<file path="src/rtl/tsb_pkg.sv">
package tsb_pkg;

  ////////////////////////////////////////////////////////////////////////////
  // register map, byte addresses on the bus
  localparam logic [3:0] TSB_ADDR_CONTROL = 4'h0;
  localparam logic [3:0] TSB_ADDR_RECORD_LO = 4'h4;
  localparam logic [3:0] TSB_ADDR_RECORD_HI = 4'h8;
  localparam logic [3:0] TSB_ADDR_LIVE = 4'hc;
  localparam int TSB_ADDR_WIDTH = 4;
  localparam int TSB_DATA_WIDTH = 32;

  // control register: writing one here takes a status record
  localparam int TSB_CTRL_TAKE_BIT = 0;

  // axi responses
  localparam logic [1:0] TSB_RESP_OKAY = 2'h0;
  localparam logic [1:0] TSB_RESP_SLVERR = 2'h2;

  ////////////////////////////////////////////////////////////////////////////
  // status byte 0 bit positions
  localparam int TSB_B0_ANY = 7;
  localparam int TSB_B0_NO_CART = 6;
  localparam int TSB_B0_NO_DRIVE = 5;
  localparam int TSB_B0_WRITE_PROT = 4;
  localparam int TSB_B0_END_TRACK = 3;
  localparam int TSB_B0_DATA_ERR = 2;
  localparam int TSB_B0_FATAL_ERR = 1;
  localparam int TSB_B0_FILE_MARK = 0;
  // status byte 1 bit positions
  localparam int TSB_B1_ANY = 7;
  localparam int TSB_B1_ILLEGAL = 6;
  localparam int TSB_B1_NO_DATA = 5;
  localparam int TSB_B1_RETRIES = 4;
  localparam int TSB_B1_AT_BOT = 3;
  localparam int TSB_B1_POWER_ON = 0;

  // masks over the stored flags (bit 7 of each byte is derived, never stored)
  localparam logic [7:0] TSB_B0_CLEAR_MASK = 8'h0f;
  localparam logic [7:0] TSB_B1_CLEAR_MASK = 8'hff;
  localparam logic [7:0] TSB_B0_ERR_MASK = 8'h07;
  localparam logic [7:0] TSB_B1_ERR_MASK = 8'h30;
  localparam logic [7:0] TSB_B1_USED_MASK = 8'h79;
  localparam logic [7:0] TSB_B0_RESET = 8'h00;
  localparam logic [7:0] TSB_B1_RESET = 8'h01;

  localparam int TSB_COUNT_WIDTH = 16;

  ////////////////////////////////////////////////////////////////////////////
  // condition reports from the tape drive's status source, same clock
  typedef struct packed {
    logic noCartridge;
    logic cartRemovedLit;
    logic driveAbsent;
    logic writeProtHit;
    logic endOfLastTrack;
    logic dataError;
    logic fatalError;
    logic fileMark;
    logic illegalFunction;
    logic noDataFound;
    logic manyRetries;
    logic atBot;
    logic retryPulse;
    logic underrunPulse;
  } tsb_event_type;

  // six-byte record, byte 0 first
  typedef struct packed {
    logic [7:0] byte5;
    logic [7:0] byte4;
    logic [7:0] byte3;
    logic [7:0] byte2;
    logic [7:0] byte1;
    logic [7:0] byte0;
  } tsb_record_type;

  typedef enum logic [1:0] {
    TSB_RD_IDLE = 2'b00,
    TSB_RD_ANSWER = 2'b01
  } tsb_read_state_type;

endpackage

</file>
<file path="src/rtl/tsb_status_buffer.sv">
// Design decisions made here: the register addresses and register access over AXI4-Lite.
`timescale 1ns/1ps
// How it works
// - six bytes delivered, byte 0 first, ascending
// - byte 0 bit 7 flags any other set
// - bit 6 no cartridge or removed while lit
// - bit 5 drive absent at function start
// - bit 4 write on protected cartridge
// - bit 3 end of last track reached
// - bits 2 and 1 unrecoverable errors
// - bit 0 file mark or image end
// - byte 1 bit 6 illegal function code
// - byte 1 bit 5 no data found
// - byte 1 bit 4 eight-plus read retries
// - byte 1 bit 3 BOT, bit 0 power-on
// - bytes 4-5 underrun count, high first
// - status read clears byte 0 bits 3-0, all of byte 1 and counters
// - data-error flags persist from previous read
module tsb_status_buffer (
  input wire logic sys_clk,
  input wire logic sys_rst,
  input wire tsb_pkg::tsb_event_type events,
  input wire logic [tsb_pkg::TSB_ADDR_WIDTH-1:0] s_axi_awaddr,
  input wire logic s_axi_awvalid,
  output logic s_axi_awready,
  input wire logic [tsb_pkg::TSB_DATA_WIDTH-1:0] s_axi_wdata,
  input wire logic [3:0] s_axi_wstrb,
  input wire logic s_axi_wvalid,
  output logic s_axi_wready,
  output logic [1:0] s_axi_bresp,
  output logic s_axi_bvalid,
  input wire logic s_axi_bready,
  input wire logic [tsb_pkg::TSB_ADDR_WIDTH-1:0] s_axi_araddr,
  input wire logic s_axi_arvalid,
  output logic s_axi_arready,
  output logic [tsb_pkg::TSB_DATA_WIDTH-1:0] s_axi_rdata,
  output logic [1:0] s_axi_rresp,
  output logic s_axi_rvalid,
  input wire logic s_axi_rready,
  output logic recordTaken
);
  import tsb_pkg::*;

  ////////////////////////////////////////////////////////////////////////////
  // write channel
  logic awHave;
  logic wHave;
  logic [TSB_ADDR_WIDTH-1:0] awAddr;
  logic [TSB_DATA_WIDTH-1:0] wData;
  logic [3:0] wStrb;

  wire awTake = s_axi_awvalid && s_axi_awready;
  wire wTake = s_axi_wvalid && s_axi_wready;
  wire next_awHave = awHave || awTake;
  wire next_wHave = wHave || wTake;
  wire [TSB_ADDR_WIDTH-1:0] next_awAddr = awTake ? s_axi_awaddr : awAddr;
  wire [TSB_DATA_WIDTH-1:0] next_wData = wTake ? s_axi_wdata : wData;
  wire [3:0] next_wStrb = wTake ? s_axi_wstrb : wStrb;
  wire writeDo = awHave && wHave && !s_axi_bvalid;
  wire wrControl = writeDo && (awAddr == TSB_ADDR_CONTROL);
  wire wrMapped = wrControl;
  wire takeRecord = wrControl && wStrb[0] && wData[TSB_CTRL_TAKE_BIT];

  always_ff @(posedge sys_clk or posedge sys_rst) begin
    if (sys_rst) begin
      awHave <= 1'b0;
      wHave <= 1'b0;
      awAddr <= '0;
      wData <= '0;
      wStrb <= '0;
      s_axi_awready <= 1'b0;
      s_axi_wready <= 1'b0;
      s_axi_bvalid <= 1'b0;
      s_axi_bresp <= TSB_RESP_OKAY;
    end else begin
      awAddr <= next_awAddr;
      wData <= next_wData;
      wStrb <= next_wStrb;
      if (writeDo) begin
        awHave <= 1'b0;
        wHave <= 1'b0;
        s_axi_bvalid <= 1'b1;
        s_axi_bresp <= wrMapped ? TSB_RESP_OKAY : TSB_RESP_SLVERR;
      end else begin
        awHave <= next_awHave;
        wHave <= next_wHave;
        if (s_axi_bvalid && s_axi_bready) begin
          s_axi_bvalid <= 1'b0;
        end
      end
      // ready only while the slot is empty, so one write at a time
      s_axi_awready <= !next_awHave && !writeDo && !s_axi_bvalid;
      s_axi_wready <= !next_wHave && !writeDo && !s_axi_bvalid;
    end
  end

  ////////////////////////////////////////////////////////////////////////////
  // status flags
  logic [7:0] flags0;
  logic [7:0] flags1;
  logic [7:0] prevErr0;
  logic [7:0] prevErr1;
  logic [TSB_COUNT_WIDTH-1:0] retryCount;
  logic [TSB_COUNT_WIDTH-1:0] underrunCount;

  wire [7:0] set0 = {1'b0,
    events.noCartridge || events.cartRemovedLit,
    events.driveAbsent,
    events.writeProtHit,
    events.endOfLastTrack,
    events.dataError,
    events.fatalError,
    events.fileMark};
  wire [7:0] set1 = {1'b0,
    events.illegalFunction,
    events.noDataFound,
    events.manyRetries,
    events.atBot,
    3'b000};

  // read clears its bits, the previous read's errors come back, new events win
  wire [7:0] keep0 = takeRecord ? ~TSB_B0_CLEAR_MASK : 8'hff;
  wire [7:0] keep1 = takeRecord ? ~TSB_B1_CLEAR_MASK : 8'hff;
  wire [7:0] reload0 = takeRecord ? prevErr0 : 8'h00;
  wire [7:0] reload1 = takeRecord ? prevErr1 : 8'h00;
  wire [7:0] next_flags0 = ((flags0 & keep0) | reload0 | set0) & 8'h7f;
  wire [7:0] next_flags1 = ((flags1 & keep1) | reload1 | set1) & TSB_B1_USED_MASK;

  always_ff @(posedge sys_clk or posedge sys_rst) begin
    if (sys_rst) begin
      flags0 <= TSB_B0_RESET;
      flags1 <= TSB_B1_RESET;
      prevErr0 <= 8'h00;
      prevErr1 <= 8'h00;
    end else begin
      flags0 <= next_flags0;
      flags1 <= next_flags1;
      if (takeRecord) begin
        prevErr0 <= flags0 & TSB_B0_ERR_MASK;
        prevErr1 <= flags1 & TSB_B1_ERR_MASK;
      end
    end
  end

  tsb_counter #(.WIDTH(TSB_COUNT_WIDTH)) retryCounter (
    .sys_clk(sys_clk),
    .sys_rst(sys_rst),
    .inc(events.retryPulse),
    .clear(takeRecord),
    .count(retryCount)
  );

  tsb_counter #(.WIDTH(TSB_COUNT_WIDTH)) underrunCounter (
    .sys_clk(sys_clk),
    .sys_rst(sys_rst),
    .inc(events.underrunPulse),
    .clear(takeRecord),
    .count(underrunCount)
  );

  ////////////////////////////////////////////////////////////////////////////
  // live record and snapshot
  wire anyByte0 = |flags0[6:0];
  tsb_record_type liveRecord;
  assign liveRecord.byte0 = {anyByte0, flags0[6:0]};
  assign liveRecord.byte1 = {anyByte0, flags1[6:0]};
  assign liveRecord.byte2 = retryCount[15:8];
  assign liveRecord.byte3 = retryCount[7:0];
  assign liveRecord.byte4 = underrunCount[15:8];
  assign liveRecord.byte5 = underrunCount[7:0];

  // snapshot taken in the same edge that clears, so nothing slips between
  tsb_record_type record;
  always_ff @(posedge sys_clk or posedge sys_rst) begin
    if (sys_rst) begin
      record <= '0;
      recordTaken <= 1'b0;
    end else begin
      recordTaken <= takeRecord;
      if (takeRecord) begin
        record <= liveRecord;
      end
    end
  end

  ////////////////////////////////////////////////////////////////////////////
  // read channel, byte 0 in the lowest lane so memory order is ascending
  tsb_read_state_type readState;
  wire arTake = s_axi_arvalid && s_axi_arready;
  wire isLo = s_axi_araddr == TSB_ADDR_RECORD_LO;
  wire isHi = s_axi_araddr == TSB_ADDR_RECORD_HI;
  wire isLive = s_axi_araddr == TSB_ADDR_LIVE;
  wire isCtrl = s_axi_araddr == TSB_ADDR_CONTROL;
  wire [31:0] loWord = {record.byte3, record.byte2, record.byte1, record.byte0};
  wire [31:0] hiWord = {16'h0000, record.byte5, record.byte4};
  wire [31:0] liveWord = {16'h0000, liveRecord.byte1, liveRecord.byte0};
  wire [31:0] next_rdata = isLo ? loWord :
                           isHi ? hiWord :
                           isLive ? liveWord : 32'h00000000;
  wire [1:0] next_rresp = (isLo || isHi || isLive || isCtrl) ? TSB_RESP_OKAY : TSB_RESP_SLVERR;

  always_ff @(posedge sys_clk or posedge sys_rst) begin
    if (sys_rst) begin
      readState <= TSB_RD_IDLE;
      s_axi_arready <= 1'b0;
      s_axi_rvalid <= 1'b0;
      s_axi_rdata <= '0;
      s_axi_rresp <= TSB_RESP_OKAY;
    end else begin
      case (readState)
        TSB_RD_IDLE: begin
          s_axi_arready <= !arTake;
          if (arTake) begin
            s_axi_rdata <= next_rdata;
            s_axi_rresp <= next_rresp;
            s_axi_rvalid <= 1'b1;
            readState <= TSB_RD_ANSWER;
          end
        end
        TSB_RD_ANSWER: begin
          if (s_axi_rready) begin
            s_axi_rvalid <= 1'b0;
            s_axi_arready <= 1'b1;
            readState <= TSB_RD_IDLE;
          end
        end
        default: begin
          readState <= TSB_RD_IDLE;
          s_axi_rvalid <= 1'b0;
          s_axi_arready <= 1'b0;
        end
      endcase
    end
  end

endmodule

</file>
<file path="src/rtl/tsb_counter.sv">
`timescale 1ns/1ps
module tsb_counter #(
  parameter int WIDTH = 16
) (
  input wire logic sys_clk,
  input wire logic sys_rst,
  input wire logic inc,
  input wire logic clear,
  output logic [WIDTH-1:0] count
);
  wire atTop = &count;
  always_ff @(posedge sys_clk or posedge sys_rst) begin
    if (sys_rst) begin
      count <= '0;
    end else if (clear) begin
      // an increment in the clearing cycle is kept, not lost
      count <= inc ? WIDTH'(1) : '0;
    end else if (inc && !atTop) begin
      // saturate rather than wrap, so a huge count never reads as small
      count <= count + WIDTH'(1);
    end
  end
endmodule

</file>
<file path="config.mk">
export PLATFORM = sky130hd
export DESIGN_NAME = tsb_status_buffer
export DESIGN_NICKNAME = d
export VERILOG_FILES = /design/src/rtl/tsb_pkg.sv /design/src/rtl/tsb_status_buffer.sv /design/src/rtl/tsb_counter.sv
export SDC_FILE = /design/constraint.sdc
export NUM_CORES = 1
export LEC_CHECK = 0
export ABC_AREA = 1
export BUFFER_PORTS_ARGS = -buffer_cell sky130_fd_sc_hd__buf_2
export CAP_MARGIN = 40
export CORE_UTILIZATION = 61
export DETAILED_ROUTE_END_ITERATION = 7
export GPL_ROUTABILITY_DRIVEN = 0
export PLACE_DENSITY = 0.87
export SLEW_MARGIN = 40
export SYNTH_ARGS = -nofsm -noshare
export SYNTH_HDL_FRONTEND = slang
export SYNTH_HIERARCHICAL = 1
export SYNTH_SLANG_ARGS = --single-unit
</file>
<file path="constraint.sdc">
create_clock -name sys_clk -period 11.5 [get_ports sys_clk]
set_input_delay 3.45 -clock sys_clk [delete_from_list [all_inputs] [get_ports sys_clk]]
set_output_delay 3.45 -clock sys_clk [all_outputs]
set_load 0.005 [all_outputs]
</file>
==> impl_metrics.py <==
metrics = {
    "logic_synthesis": {
        "synth_area_per_cell_um2": 7.98,
        "post_synth_main_area_contributors": "dfrtp_1 53%, nand2_1 19%, inv_1 4.4%",
        "synth_top_area_frac": 0.534,
        "synthCells": 799,
        "synth_common_cells": "321 x nand2_1, 136 x dfrtp_1, 74 x inv_1",
        "ys_seq_area_frac": 0.538,
        "async_reset_ff_frac": 1.00,
        "ys_types": 35,
        "synth.most_common_cell": "nand2_1",
        "syn_area_mm2": 0.00638,
        "ys_seq_elements": 137,
        "synth_edf_count": 0,
        "synth_top_area_cell": "dfrtp_1",
        "synth_ff_type": "dfrtp_1",
        "ys_warn_count": 6,
    },
    "sta": {
        "hold_violations": 0,
        "min_period_ps": 4650,
        "timing.final.crit_share": 0.405,
        "setup_ws_ps": 6850,
        "rsz0062_at_grt": "false",
        "drv_slew": 0,
        "finalClockSkew_ps": 8.39,
        "relSlewSlack": 0.503,
        "setup_viol": 0,
        "fmax_ghz": 0.215,
        "tightest_slew_ps": 746,
        "setup_tns_ps": 0,
    },
    "place": {
        "dpl_cell_area_mm2": 0.00679,
        "port_buffers": 70,
        "dp_slack_ps": 5950,
        "dpl.hpwl_um": 9540,
    },
    "job": {
        "drv_cap": 0,
    },
    "route": {
        "vias": 5798,
        "wl_per_cell_um": 15.7,
        "dr.pass1.iters": 6,
        "viasPerCell": 5.73,
        "wl_um": 15900,
        "ant_nets": 0,
        "drc": 0,
        "drt_iter0_drc": 697,
    },
    "global_routing": {
        "grt_pass1_vias": 5598,
        "grt-ovfl-total": 0,
        "grtUsageTotal": 0.309,
        "grt_pass1_wl_um": 26500,
        "antenna_found_initial": 0,
        "grt_start_max_net_pins": 81,
    },
    "critical_path": {
        "r2r.worst_path.cells": 7,
        "critPathMaxFanout": 16,
        "timing.rr.end": "retryCounter/count[5]",
        "cp-start-kind": "input pin",
        "cp.arrival_ps": 5070,
        "r2r_start": "s_axi_bvalid",
        "cp-end-kind": "flip-flop",
        "crit_type": "input pin to flip-flop",
        "cp.required_ps": 11920,
        "worst-r2r-setup-slack_ps": 9130,
    },
    "clock_network": {
        "cts_buffer_depth": 2,
        "worstSkewPairLatency_ps": 540,
        "ctsHoldBuffers": 0,
        "postCtsSetupBuffers": 0,
        "cts_buffers": 17,
        "tritoncts_num_sinks": 137,
        "cts-root-buf": "clkbuf_8",
        "clk_pin_slew_ps": 60,
        "htreeDepth": 4,
        "cts_resized": 0,
        "cts_tree": "yes",
    },
    "floorplanning": {
        "start_util": 0.641,
        "die_h_um": 104,
        "io_pins": 107,
        "dieWidth_um": 104,
        "placementRows": 36,
        "die_area_mm2": 0.0109,
        "core_area_mm2": 0.00995,
    },
    "final_layout": {
        "finalNetCount": 932,
        "drive_gt1_frac": 0.155,
        "nFillCells": 616,
        "design_area_mm2": 0.00743,
        "area_growth_pct": 16.4,
        "antenna_cells": 0,
    },
    "hold_path": {
        "min_path_type": "flip-flop to flip-flop",
        "hold_path.startpoint": "s_axi_rdata[31]",
        "hold_depth": 2,
        "worstHoldEndpoint": "s_axi_rdata[31]",
    },
    "power_and_ir_drop": {
        "p_per_area_mw_per_mm2": 196,
        "power_mw": 1.45,
        "ir_drop_v": 0.000117,
        "leakagePower_nw": 4.01,
    },
    "run_status": {
        "status": "complete, no violations",
    },
}
==> worst max-delay path, stage by stage <==
cell	delay (ps)
buf_2	100
nor2_1	250
nand2_1	360
inv_1	590
nand2_1	120
nand3_1	140
nand2_1	60
==> layout by cell type (no fill, tap or decap), drive strengths merged <==
cell type / count
dfstp: 1
dfrtp: 136
nor2: 57
or2: 7
clkinv: 4
xnor2: 4
a21boi: 2
conb: 2
xor2: 4
nand2: 328
a21o: 2
o31ai: 6
buf: 73
ha: 2
a21oi: 9
clkbuf: 24
nand3: 51
o211ai: 2
nand4: 12
nor3: 3
o21ai: 57
nand3b: 7
bufinv: 5
o21bai: 1
inv: 79
==> how the worst max path moves through the flow <==
stage,from,end,depth (start not counted),slack (ps)
2_1_floorplan,sys_rst,awAddr[0],1,5290
3_3_place_gp,s_axi_arvalid,s_axi_rdata[7],7,6010
3_5_place_dp,s_axi_arvalid,s_axi_rdata[7],7,5950
4_1_cts,s_axi_arvalid,s_axi_rdata[15],7,6480
5_1_grt,s_axi_araddr[1],s_axi_rdata[11],7,6770
6_report,s_axi_araddr[1],s_axi_rdata[11],7,6850
==> where the power goes <==
part	switching, mW	leakage (nW)	internal (mW)
combinational	0.152	1.90	0.0864
clock	0.197	0.313	0.391
sequential	0.0624	1.79	0.566
==> registers in the layout, summed over array words and instances, names as in the netlist <==
| signal | cells |
|---|---|
| s_axi_wready | 1 |
| awHave | 1 |
| s_axi_rdata | 32 |
| s_axi_rresp | 1 |
| s_axi_arready | 1 |
| s_axi_bresp | 1 |
| wData | 1 |
| recordTaken | 1 |
| flags0 | 7 |
| wStrb | 1 |
| wHave | 1 |
| underrunCounter/count | 16 |
| flags1 | 5 |
| readState | 1 |
| s_axi_awready | 1 |
| awAddr | 4 |
| retryCounter/count | 16 |
| s_axi_bvalid | 1 |
| hiWord | 16 |
| loWord | 29 |
==> per-layer routing <==
metal / up-vias / wire [µm] / GRT usage
li1: 2629 / - / -
met1: 2775 / 6430 / 0.399
met2: 342 / 7810 / 0.499
met3: 52 / 1250 / 0.0695
met4: 0 / 408 / 0.141
met5: - / 0 / 0
==> cells by family (layout without fill, tap and decap cells) <==
| logic type | after synthesis | count (layout) | share of synthesized area |
|---|---|---|---|
| other cells | 1 | 2 | 0.000588 |
| simple gates | 465 | 465 | 0.311 |
| flops | 137 | 137 | 0.538 |
| compound gates | 79 | 79 | 0.0671 |
| fa+ha+maj | 2 | 2 | 0.00392 |
| buf+inv | 107 | 185 | 0.0692 |
| xor+xnor | 8 | 8 | 0.0110 |
==> stage by stage <==
step	util	hold slack, ps	std cells
2_1_floorplan	-	438	800
3_3_place_gp	0.681	447	979
4_1_cts	0.746	479	1011
3_5_place_dp	0.682	464	979
6_report	0.746	477	1011
5_1_grt	0.746	501	1011
==> area by class of cell <==
class                   count  area, µm²  area share
well taps                 133        166      0.0224
multi-input cells         556       2520       0.339
inverters                  80        303      0.0408
flip-flops and latches    137       3430       0.462
clock buffers              24        470      0.0633
clock inverters             8        165      0.0222
repair buffers             73        377      0.0507
(Power assumes the default switching activity.)
